--- src/rtl/occ_pkg.sv ---
/*
 * Shared constants and types of the oscillator select and PLL translation
 * block: register offsets, field positions, reset values and the crystal
 * code lookup.
 * Assumes a 32-bit register port with byte addresses and one core clock.
 */
package occ_pkg;

	// Register byte offsets.
	localparam logic [11:0] OCC_OFS_RUN_CFG = 12'h060;
	localparam logic [11:0] OCC_OFS_XLATE = 12'h064;
	localparam int OCC_ADDR_W = 12;

	// Field positions of the run clock configuration register.
	localparam int OCC_POS_MAIN_DIS = 0;
	localparam int OCC_POS_INT_DIS = 1;
	localparam int OCC_POS_SRC_LO = 4;
	localparam int OCC_POS_CRYSTAL_FREQ_CODE_LO = 6;
	localparam int OCC_POS_BYPASS = 11;
	localparam int OCC_POS_RSV_ONE = 12;
	localparam int OCC_POS_PWRDN = 13;

	// Field positions of the translation register.
	localparam int OCC_POS_R_LO = 0;
	localparam int OCC_POS_F_LO = 5;

	// Oscillator source encodings.
	localparam logic [1:0] OCC_SRC_MAIN = 2'h0;
	localparam logic [1:0] OCC_SRC_INT = 2'h1;
	localparam logic [1:0] OCC_SRC_INT_DIV4 = 2'h2;
	localparam logic [1:0] OCC_SRC_30K = 2'h3;

	// Reset values of the configuration fields.
	localparam logic OCC_RST_MAIN_DIS = 1'h1;
	localparam logic OCC_RST_INT_DIS = 1'h0;
	localparam logic [1:0] OCC_RST_SRC = OCC_SRC_INT;
	localparam logic [3:0] OCC_RST_CRYSTAL_FREQ_CODE = 4'hb;
	localparam logic OCC_RST_BYPASS = 1'h1;
	localparam logic OCC_RST_PWRDN = 1'h1;

	// Nominal PLL multiplier; the divider picks the reference per crystal.
	localparam logic [8:0] OCC_PLL_F_NOM = 9'h18e;

	// Software-visible configuration fields.
	typedef struct packed {
		logic pwrdn;
		logic bypass;
		logic [3:0] crystal_freq_code;
		logic [1:0] src;
		logic int_dis;
		logic main_dis;
	} occ_cfg_s;

	// Values driven to the PLL inputs.
	typedef struct packed {
		logic [8:0] f;
		logic [4:0] r;
	} occ_pll_s;

	// Register port request.
	typedef struct packed {
		logic [OCC_ADDR_W-1:0] addr;
		logic [31:0] wdata;
		logic wr;
		logic rd;
	} occ_bus_s;

	// Crystal code to PLL multiplier and divider; codes 0x0 to 0x3 give 0.
	function automatic occ_pll_s occ_crystal_freq_code_lookup(input logic [3:0] code);
		occ_pll_s v;
		v.f = OCC_PLL_F_NOM;
		unique case (code)
			4'h4, 4'h5: v.r = 5'h02;
			4'h6, 4'h7: v.r = 5'h03;
			4'h8, 4'h9, 4'ha: v.r = 5'h04;
			4'hb, 4'hc: v.r = 5'h05;
			4'hd: v.r = 5'h06;
			4'he, 4'hf: v.r = 5'h07;
			default:
			begin
				v.f = 9'h000;
				v.r = 5'h00;
			end
		endcase
		return v;
	endfunction

	// Translation held while reset is applied.
	localparam occ_pll_s OCC_RST_PLL = occ_crystal_freq_code_lookup(OCC_RST_CRYSTAL_FREQ_CODE);

endpackage

--- src/rtl/occ_top.sv ---
/*
 * Oscillator source selection and crystal to PLL translation: holds the
 * run clock configuration fields, the read-only translation register and
 * the selects and enables for the oscillators, PLL and system clock mux.
 * Assumes a register master on the core clock that uses one-cycle strobes,
 * never both at once, and takes read data in the cycle after the strobe.
 */
`timescale 1ns/100ps

// Summary of operation
// - Two-bit field selects main, internal, internal/4 or 30 kHz source.
// - Internal oscillator runs while its disable bit is 0; resets to 0.
// - Main oscillator stops while its disable bit is 1; resets to 1.
// - Crystal codes 0x8 to 0xF map to PLL settings; 0xB is reset value.
// - Translation register holds the reset code's values when reset ends.
// - A new crystal code written by software recomputes the translation.
// - Multiplier sits in bits 13:5 and drives the PLL multiplier.
// - Divider sits in translation bits 4:0 and drives the PLL divider.
// - Translation bits 31:14 read zero; software preserves reserved bits.
// - Bypass set clocks system from oscillator, clear from divided PLL.
module occ_top
	import occ_pkg::*;
(
	input wire logic i_core_clk, // Core clock, 200 MHz.
	input wire logic i_rst_n, // Asynchronous reset, active low.
	input wire logic i_clk_en, // Clock enable; all state holds while low.
	input wire occ_bus_s i_bus, // Register request: address, data, strobes.
	output logic [31:0] o_rdata, // Read data, valid the cycle after a read.
	output logic [1:0] o_osc_source_select, // Oscillator mux select.
	output logic o_internal_osc_en, // Internal oscillator run enable.
	output logic o_main_osc_en, // Main oscillator run enable.
	output logic o_sys_from_pll, // System clock from divided PLL output.
	output logic o_pll_pwrdn, // PLL power down.
	output logic o_pll_src_bad, // Undivided internal oscillator feeds PLL while bypass is clear.
	output occ_pll_s o_pll // PLL multiplier and input divider.
);

	// All state of the register side.
	typedef struct packed {
		occ_cfg_s cfg;
		logic [31:0] rdata;
		logic src_bad;
	} occ_state_s;

	occ_state_s st_r;
	occ_state_s st_nxt;
	occ_pll_s pll_w;
	logic hit_cfg;
	logic hit_xl;

	// Packs the configuration fields into their register image.
	function automatic logic [31:0] cfg_image(input occ_cfg_s c);
		logic [31:0] v;
		v = 32'h0000_0000;
		v[OCC_POS_MAIN_DIS] = c.main_dis;
		v[OCC_POS_INT_DIS] = c.int_dis;
		v[OCC_POS_SRC_LO +: 2] = c.src;
		v[OCC_POS_CRYSTAL_FREQ_CODE_LO +: 4] = c.crystal_freq_code;
		v[OCC_POS_BYPASS] = c.bypass;
		v[OCC_POS_RSV_ONE] = 1'h1;
		v[OCC_POS_PWRDN] = c.pwrdn;
		return v;
	endfunction

	// Places the PLL values in the translation image, upper bits zero.
	function automatic logic [31:0] xl_image(input occ_pll_s p);
		logic [31:0] v;
		v = 32'h0000_0000;
		v[OCC_POS_F_LO +: 9] = p.f;
		v[OCC_POS_R_LO +: 5] = p.r;
		return v;
	endfunction

	// Address decode of the two mapped registers.
	assign hit_cfg = (i_bus.addr == OCC_OFS_RUN_CFG);
	assign hit_xl = (i_bus.addr == OCC_OFS_XLATE);

	// Translation unit follows the stored crystal code.
	occ_xlate u_xlate
	(
		.i_core_clk(i_core_clk),
		.i_rst_n(i_rst_n),
		.i_clk_en(i_clk_en),
		.i_crystal_freq_code(st_r.cfg.crystal_freq_code),
		.o_pll(pll_w)
	);

	// Register writes, read data capture and the source hazard flag.
	always_comb
	begin
		st_nxt = st_r;
		if (i_bus.wr && hit_cfg)
		begin
			st_nxt.cfg.main_dis = i_bus.wdata[OCC_POS_MAIN_DIS];
			st_nxt.cfg.int_dis = i_bus.wdata[OCC_POS_INT_DIS];
			st_nxt.cfg.src = i_bus.wdata[OCC_POS_SRC_LO +: 2];
			st_nxt.cfg.crystal_freq_code = i_bus.wdata[OCC_POS_CRYSTAL_FREQ_CODE_LO +: 4];
			st_nxt.cfg.bypass = i_bus.wdata[OCC_POS_BYPASS];
			st_nxt.cfg.pwrdn = i_bus.wdata[OCC_POS_PWRDN];
		end
		// A write to the translation offset falls through untouched.
		if (i_bus.rd)
		begin
			if (hit_cfg)
				st_nxt.rdata = cfg_image(st_r.cfg);
			else if (hit_xl)
				st_nxt.rdata = xl_image(pll_w);
			else
				st_nxt.rdata = 32'h0000_0000;
		end
		// The PLL needs the divided internal oscillator, never the raw one.
		st_nxt.src_bad = !st_nxt.cfg.bypass &&
			(st_nxt.cfg.src == OCC_SRC_INT);
	end

	// State register; reset gives the documented field defaults.
	always_ff @(posedge i_core_clk or negedge i_rst_n)
	begin
		if (!i_rst_n)
		begin
			st_r.cfg.main_dis <= OCC_RST_MAIN_DIS;
			st_r.cfg.int_dis <= OCC_RST_INT_DIS;
			st_r.cfg.src <= OCC_RST_SRC;
			st_r.cfg.crystal_freq_code <= OCC_RST_CRYSTAL_FREQ_CODE;
			st_r.cfg.bypass <= OCC_RST_BYPASS;
			st_r.cfg.pwrdn <= OCC_RST_PWRDN;
			st_r.rdata <= 32'h0000_0000;
			st_r.src_bad <= 1'h0;
		end
		else if (i_clk_en)
			st_r <= st_nxt;
	end

	// Outputs toward the oscillators, the PLL and the system clock mux.
	assign o_rdata = st_r.rdata;
	assign o_osc_source_select = st_r.cfg.src;
	assign o_internal_osc_en = !st_r.cfg.int_dis;
	assign o_main_osc_en = !st_r.cfg.main_dis;
	assign o_sys_from_pll = !st_r.cfg.bypass;
	assign o_pll_pwrdn = st_r.cfg.pwrdn;
	assign o_pll_src_bad = st_r.src_bad;
	assign o_pll = pll_w;
endmodule

--- src/rtl/occ_xlate.sv ---
/*
 * Crystal code to PLL translation unit: looks up the multiplier and input
 * divider for the crystal code and holds them in a register.
 * Assumes the code comes from logic on the same clock.
 */
`timescale 1ns/100ps

module occ_xlate
	import occ_pkg::*;
(
	input wire logic i_core_clk, // Core clock.
	input wire logic i_rst_n, // Asynchronous reset, active low.
	input wire logic i_clk_en, // Clock enable; state holds while low.
	input wire logic [3:0] i_crystal_freq_code, // Current crystal code.
	output occ_pll_s o_pll // Registered multiplier and divider.
);

	// All state of the unit.
	typedef struct packed {
		occ_pll_s pll;
	} occ_xl_state_s;

	occ_xl_state_s st_r;
	occ_xl_state_s st_nxt;

	// The lookup follows the code every enabled cycle.
	always_comb
	begin
		st_nxt = st_r;
		// Fixed table of the code.
		st_nxt.pll = occ_crystal_freq_code_lookup(i_crystal_freq_code);
	end

	// The reset value is the translation of the reset crystal code.
	always_ff @(posedge i_core_clk or negedge i_rst_n)
	begin
		if (!i_rst_n)
			st_r <= '{pll: OCC_RST_PLL};
		else if (i_clk_en)
			st_r <= st_nxt;
	end

	assign o_pll = st_r.pll;
endmodule

--- config.mk ---
export PLATFORM = sky130hd
export DESIGN_NAME = occ_top
export DESIGN_NICKNAME = d
export VERILOG_FILES = /design/src/rtl/occ_pkg.sv /design/src/rtl/occ_top.sv /design/src/rtl/occ_xlate.sv
export SDC_FILE = /design/constraint.sdc
export NUM_CORES = 1
export LEC_CHECK = 0
export BUFFER_PORTS_ARGS = -buffer_cell sky130_fd_sc_hd__buf_2
export CORE_ASPECT_RATIO = 0.5
export CORE_MARGIN = 2
export CORE_UTILIZATION = 40
export CTS_BUF_LIST = sky130_fd_sc_hd__clkbuf_2 sky130_fd_sc_hd__clkbuf_4 sky130_fd_sc_hd__clkbuf_8
export DETAILED_ROUTE_END_ITERATION = 7
export PLACE_DENSITY = 0.78
export SLEW_MARGIN = 15
export SYNTH_ARGS = -nofsm -noshare
export SYNTH_HDL_FRONTEND = slang
export SYNTH_HIERARCHICAL = 1
export SYNTH_SLANG_ARGS = --single-unit
--- constraint.sdc ---
create_clock -name i_core_clk -period 0.9 [get_ports i_core_clk]
set_input_delay 0.135 -clock i_core_clk [delete_from_list [all_inputs] [get_ports i_core_clk]]
set_output_delay 0.135 -clock i_core_clk [all_outputs]
set_load 0.01 [all_outputs]
==> results of run 1 <==
==> cells in the final DEF (no fill, tap or decap), drive strengths merged <==
master       instances
a21oi                2
a41oi                1
and3b                1
and4bb               1
buf                 94
clkbuf               8
conb                24
dfrtp               19
dfstp               10
dlygate4sd3          1
inv                  5
mux2                11
mux2i               11
nand2               20
nand2b               1
nand4                3
nand4b               2
nor2                 3
nor2b                3
nor3                 1
nor3b                1
nor4                 1
nor4bb               1
o211ai               1
o21ai               14
o22ai                1
==> worst paths after layout <==
check                                              start                      to  slack, ps  depth (start not counted)
setup reg to reg           u_xlate/o_pll[12]$_DFFE_PN1P_  o_rdata[6]$_DFFE_PN0P_       -260                          4
max in group asynchronous                        i_rst_n  o_rdata[8]$_DFFE_PN0P_         90                          3
setup / recovery           u_xlate/o_pll[12]$_DFFE_PN1P_  o_rdata[6]$_DFFE_PN0P_       -260                          4
hold / removal                                  i_bus[2]    st_r[33]$_DFFE_PN1P_        100                          2
hold reg to reg                   o_rdata[2]$_DFFE_PN0P_  o_rdata[2]$_DFFE_PN0P_        470                          2
min in group asynchronous                        i_rst_n  o_rdata[4]$_DFFE_PN0P_        320                          2
==> per-stage QoR <==
step           hold slack, ps  power, W
2_1_floorplan            -161   0.00157
3_3_place_gp             80.1   0.00161
3_5_place_dp             85.7   0.00162
4_1_cts                  93.1   0.00278
5_1_grt                  94.0   0.00292
6_report                 95.5   0.00281
==> final cells by class <==
type                       count  share of cell area
tap                           54              0.0287
timing repair buffer          95               0.294
multi-input combinational    103               0.315
clock buffer                   8              0.0414
inverter                       5             0.00796
sequential                    29               0.313
==> worst max-delay path: cells and delay by family, from the launching register on <==
family          cells  cell delay, ps
flops               1             590
buf+inv             2             270
compound gates      1             160
mux                 1              90
==> sequential cells by signal, indices dropped and copies added (netlist names) <==
| register | flops |
|---|---|
| o_osc_source_select | 2 |
| o_pll_pwrdn | 1 |
| o_pll_src_bad | 1 |
| u_xlate/o_pll | 4 |
| st_r | 7 |
| o_rdata | 14 |
==> Yosys cell counts <==
cell type   n  area [µm²]
buf_4      45         338
nand2_1    20        75.1
dfrtp_1    19         475
o21ai_0    14        70.1
mux2i_1    11         110
dfstp_2    10         263
mux2_2     10         113
inv_1       5        18.8
nor2_1      3        11.3
nor2b_1     3        18.8
a21oi_1     2        10.0
clkbuf_1    2        7.51
conb_1      2        7.51
nand4b_1    2        17.5
a41oi_1     1        8.76
and3b_1     1        8.76
and4bb_2    1        12.5
buf_6       1        11.3
clkbuf_2    1        5.00
mux2_4      1        15.0
nand2b_1    1        6.26
nand4_1     1        6.26
nand4_4     1        21.3
nor3_2      1        10.0
nor3b_1     1        7.51
nor4_4      1        21.3
nor4bb_1    1        10.0
o211ai_1    1        7.51
o22ai_1     1        6.26
==> power groups by stage <==
| stage | sequential (W) | clock [W] | combinational (W) |
|---|---|---|---|
| 2_1_floorplan | 0.00134 | 0 | 0.000231 |
| 3_3_place_gp | 0.00135 | 0 | 0.000265 |
| 3_5_place_dp | 0.00135 | 0 | 0.000271 |
| 4_1_cts | 0.00132 | 0.00114 | 0.000320 |
| 5_1_grt | 0.00132 | 0.00123 | 0.000374 |
| 6_report | 0.00132 | 0.00114 | 0.000346 |
==> metal layers <==
layer  GRT usage  routed length [µm]  vias up
met3      0.0459                 311       21
met5           0                   0        -
li1            -                   -      634
met4      0.0952                 187        0
met1       0.245                1910      709
met2       0.333                2570       83
==> kinds of logic after synthesis <==
logic type | after synthesis | share of synthesized area
flip-flops | 29 | 0.436
AND/OR/NAND/NOR | 37 | 0.134
other | 2 | 0.00444
multiplexers | 22 | 0.140
buffers and inverters | 54 | 0.225
AO/OA/AOI/OAI | 19 | 0.0606
==> what timing repair did <==
action | CTS | global route
gates cloned | 2 | 0
setup endpoints to repair | 54 | 55
buffers inserted | 20 | 9
hold buffers | 1 | 0
endpoints found under the hold margin | 7 | 0
gates resized for setup | 21 | 16
pin swaps | 8 | 3
==> summary.txt, run 1 <==
Worst setup path
  • CP Cell Sequence: buf_4 -> buf_4 -> mux2i_1 -> o21ai_1
  • Most frequent CP cell: buf_4
  • Crit end category: flip-flop
  • Crit path max-delay cell type: dfstp_2
  • CP Data Required Time: approximately 1100 ps
  • Largest stage delay, worst path: roughly 590 ps
  • Crit path kind: reg -> reg
  • Crit start category: flip-flop
  • Crit path DAT: about 1400 ps
  • CP Max Fanout: 6

Timing
  • Final setup violation count: between 50 and 60
  • Clock skew: approximately 8.2 ps
  • Period minus WS final: 1160 ps
  • Max Slew Vio Count: 0
  • Fin. Hold Viols: 0
  • RSZ-0062 raised after global routing: yes
  • Final worst slack: -263 ps
  • Maximum operating frequency: 859 MHz
  • Setup TNS: -6390 ps
  • Period utilization: 1.29

Synth
  • Mapped Area: 1690 µm²
  • Avg Cell Area, Syn: ~10 µm²
  • Mapped Cells: 163
  • Sequential element share of the synthesized area: 0.436
  • Synthesized flop and latch total: 29
  • Synth cell types: 29
  • Ys Warns: 6

Place
  • IO buf count: 55
  • Dpl cells: ~260
  • Setup WS pre-CTS: -417 ps
  • Gpl congestion: a little over 0.8
  • Post-detail-place hpwl: 2610 µm
  • Placed cell area: between 1500 and 2000 µm²

Finish
  • Utilization after layout: 0.592
  • Layout cells sized above 1: 0.592
  • Footprint of the multi-input gates: approximately 740 µm²
  • Post-route insts no fill: roughly 290
  • Layout Area Growth over Synthesis: 39.2%
  • Finished Cell Area: between 2000 and 2500 µm²
  • Fillcell total: about 290
  • NumNets Final: roughly 290
  • Antenna Cells: 0
  • Sequential Area: 738 µm²

Status
  • Failing checks: negative setup slack
  • Status: complete, but fails checks

Drt
  • DRC Markers: 0
  • Routed WL: between 4000 and 5000 µm
  • Antenna-violating nets left: 0
  • First-pass detailed-route iteration total: 4
  • WL/cell: approximately 17 µm
  • DR iter-0 viols: 85
  • Via count: around 1400
  • Drt via density: 4.92

Power
  • Leakage Power: 1.24 nW
  • Seq pwr share: 0.470
  • Internal power: roughly 0.0021 W
  • NetSw: between 0.0006 and 0.0007 W
  • Combinational fraction of design power: 0.123
  • PwrDens: 1190 nW/µm²
  • Worst VDD drop: between 0.0005 and 0.0006 V
  • Sw Ratio: 0.241
  • Clock power frac: 0.407

Global route
  • Remaining Overflow, GRT: 0
  • Initial antenna violation count: 0
  • Largest net degree at the start of global routing: 20
  • Vias in the first global route: roughly 1400
  • First-pass GRT wire length: 7090 µm
  • Gr usage total: 0.200

CTS
  • CTS H-Tree Depth: 2
  • TritonCTS clock tree: built
  • CTS clock-pin slew for the worst setup and hold paths: roughly 60 ps
  • Clock sink total: 29
  • Clock Latency Late Sink: approximately 280 ps
  • Clk root buf: clkbuf_8
  • Num CTS Buffers: 5
  • Deepest clock path buffer count: 2

Floorplanning
  • Io pins: slightly above 100
  • Die width: 96 µm
  • Core area: 3980 µm²
  • DIE AREA: around 4800 µm²
  • Die Y: around 50 µm
  • Standard-cell rows: 16
  • Initial Util: 0.425

Job
  • Max_cap viols: 0

Worst hold path
  • Worst hold path type: in -> reg
Note: power is estimated with default switching activity, not from simulation.
==> run 2: changes to the inputs <==
--- a/config.mk
+++ b/config.mk
@@ -5,13 +5,14 @@
 export SDC_FILE = /design/constraint.sdc
 export NUM_CORES = 1
 export LEC_CHECK = 0
-export BUFFER_PORTS_ARGS = -buffer_cell sky130_fd_sc_hd__buf_2
 export CORE_ASPECT_RATIO = 0.5
 export CORE_MARGIN = 2
-export CORE_UTILIZATION = 40
+export CORE_UTILIZATION = 59
 export CTS_BUF_LIST = sky130_fd_sc_hd__clkbuf_2 sky130_fd_sc_hd__clkbuf_4 sky130_fd_sc_hd__clkbuf_8
 export DETAILED_ROUTE_END_ITERATION = 7
+export DONT_BUFFER_PORTS = 1
 export PLACE_DENSITY = 0.78
+export SETUP_SLACK_MARGIN = 0.05
 export SLEW_MARGIN = 15
 export SYNTH_ARGS = -nofsm -noshare
 export SYNTH_HDL_FRONTEND = slang
==> run 2 against run 1 <==
  * The flow still finishes with violations (negative setup slack)
  * Die area fell by 30%
  * Sequential share of layout area rose by 6.5 points
  * Cell area fell by 17%
  * Largest cell class is now sequential cells
  * Highest routed layer unchanged
==> summary.txt, run 2 (same netlist as run 1, synthesis figures left out) <==
Status
  • Status: complete, but fails checks
  • Failing checks: negative setup slack

Drt
  • Antenna-violating nets left: 0
  • DR iter-0 viols: 104
  • WL/cell: roughly 17 µm
  • DRC Markers: 0
  • Routed WL: 3690 µm
  • Drt via density: 5.19
  • Via count: 1105
  • First-pass detailed-route iteration total: 4

Power
  • Leakage Power: 0.919 nW
  • PwrDens: about 1400 nW/µm²
  • Worst VDD drop: between 0.0007 and 0.0008 V

Floorplanning
  • Core area: ~2700 µm²
  • DIE AREA: around 3300 µm²
  • Die Y: ~42 µm
  • Standard-cell rows: 13
  • Initial Util: 0.635
  • Die width: roughly 80 µm
  • Io pins: between 100 and 150

CTS
  • Clk root buf: clkbuf_8
  • TritonCTS clock tree: built
  • CTS H-Tree Depth: 2
  • Deepest clock path buffer count: 2
  • Num CTS Buffers: 5
  • Clock Latency Late Sink: 270 ps
  • CTS clock-pin slew for the worst setup and hold paths: around 60 ps
  • Clock sink total: 29

Worst setup path
  • Crit start category: flip-flop
  • Levels on crit path: 1
  • CP Data Required Time: between 700 and 800 ps
  • CP Max Fanout: 5
  • Crit path buf inv count: 1
  • FF-to-FF path depth: 4
  • Crit path max-delay cell type: dfstp_2
  • Crit end category: output pin
  • Crit path kind: reg -> out
  • Reg-to-reg slack, setup: -190 ps
  • Largest stage delay, worst path: roughly 580 ps
  • CP Cell Sequence: buf_4
  • Crit path DAT: slightly above 1000 ps
  • Delay-heaviest family, CP: flip-flops

Place
  • Post-detail-place hpwl: roughly 2000 µm
  • Gpl congestion: about 0.76
  • IO buf count: 0
  • Dpl cells: around 180

Global route
  • Gr usage total: 0.215
  • Largest net degree at the start of global routing: 30
  • Remaining Overflow, GRT: 0
  • Initial antenna violation count: 0
  • Vias in the first global route: about 1100
  • First-pass GRT wire length: ~5400 µm

Timing
  • Period minus WS final: around 1100 ps
  • RSZ-0062 raised after global routing: yes
  • Hold slack: around 10 ps
  • Clock skew: roughly 4.3 ps
  • Final worst slack: -248 ps
  • Max Slew Vio Count: 0
  • Maximum operating frequency: 871 MHz
  • Period utilization: 1.28
  • Final setup violation count: 25
  • Fin. Hold Viols: 0

Finish
  • Antenna Cells: 0
  • Utilization after layout: 0.731
  • Commonest non-fill, non-tap cell in the layout: conb_1
  • Commonest cells after routing, fill and taps aside: conb_1 (24), nand2_1 (20), dfrtp_1 (19), buf_6 (16)
  • Post-route insts no fill: about 210
  • NumNets Final: between 200 and 250
  • Fillcell total: about 170
  • Layout cells sized above 1: 0.381
  • Layout Area Growth over Synthesis: 15.2%
  • Largest register FFs: 14

Job
  • Max_cap viols: 0

Worst hold path
  • Worst Hold Depth: 1
  • Worst hold path type: in -> reg
-- run 2: changes by cell type in the layout (fill, tap and decap cells not counted), sizes merged --
cell,change
clkbuf,-1
clkinv,+1
dlygate4sd3,+5
buf,-69
-- run 2: power by group --
part / internal, W / switching (W)
combinational: 0.0000958 / 0.000142
sequential: 0.00131 / 0.00000741
clock: 0.000690 / 0.000470
total: 0.00210 / 0.000619
-- run 2: routing by layer --
metal / vias up / GRT usage / share of wire
li1: 505 / - / -
met1: 526 / 0.289 / 0.44
met2: 68 / 0.341 / 0.46
met3: 6 / 0.0652 / 0.096
met4: 0 / 0.0610 / 0.011
met5: - / 0 / 0
-- run 2: final timing paths --
kind,start,to
hold reg to reg,u_xlate/o_pll[2]$_DFFE_PN1P_,o_rdata[2]$_DFFE_PN0P_
setup reg to reg,u_xlate/o_pll[12]$_DFFE_PN1P_,o_rdata[7]$_DFFE_PN0P_
setup / recovery,u_xlate/o_pll[12]$_DFFE_PN1P_,o_pll[13]
hold / removal,i_bus[7],o_osc_source_select[1]$_DFFE_PN0P_
min in group asynchronous,i_rst_n,o_rdata[8]$_DFFE_PN0P_
max in group asynchronous,i_rst_n,st_r[37]$_DFFE_PN1P_
-- run 2: layout make-up --
class | count | area [µm²] | area share
flip-flops and latches | 29 | 738 | 0.378
multi-input cells | 103 | 726 | 0.372
repair buffers | 31 | 320 | 0.164
clock buffers | 7 | 96.3 | 0.0494
well taps | 37 | 46.3 | 0.0237
inverters | 5 | 18.8 | 0.00962
clock inverters | 1 | 5.00 | 0.00257
-- run 2: stage by stage --
step	area (µm²)	setup WS, ps	power (W)	setup TNS [ps]
after global placement	1560	-308	0.00148	-4880
final	1950	-248	0.00272	-3090
after floorplan	1820	-217	0.00158	-3630
after global routing	1950	-280	0.00283	-4050
after CTS	1870	-257	0.00271	-2710
after detailed placement	1560	-328	0.00148	-5560
-- run 2: repair_timing --
item / in CTS / in global routing
endpoints found under the setup margin: 35 / 46
gates resized for setup: 20 / 8
gates cloned: 1 / 0
setup buffers: 10 / 3
pin swaps: 10 / 3
hold endpoints to repair: 32 / 3
hold buffers: 4 / 3
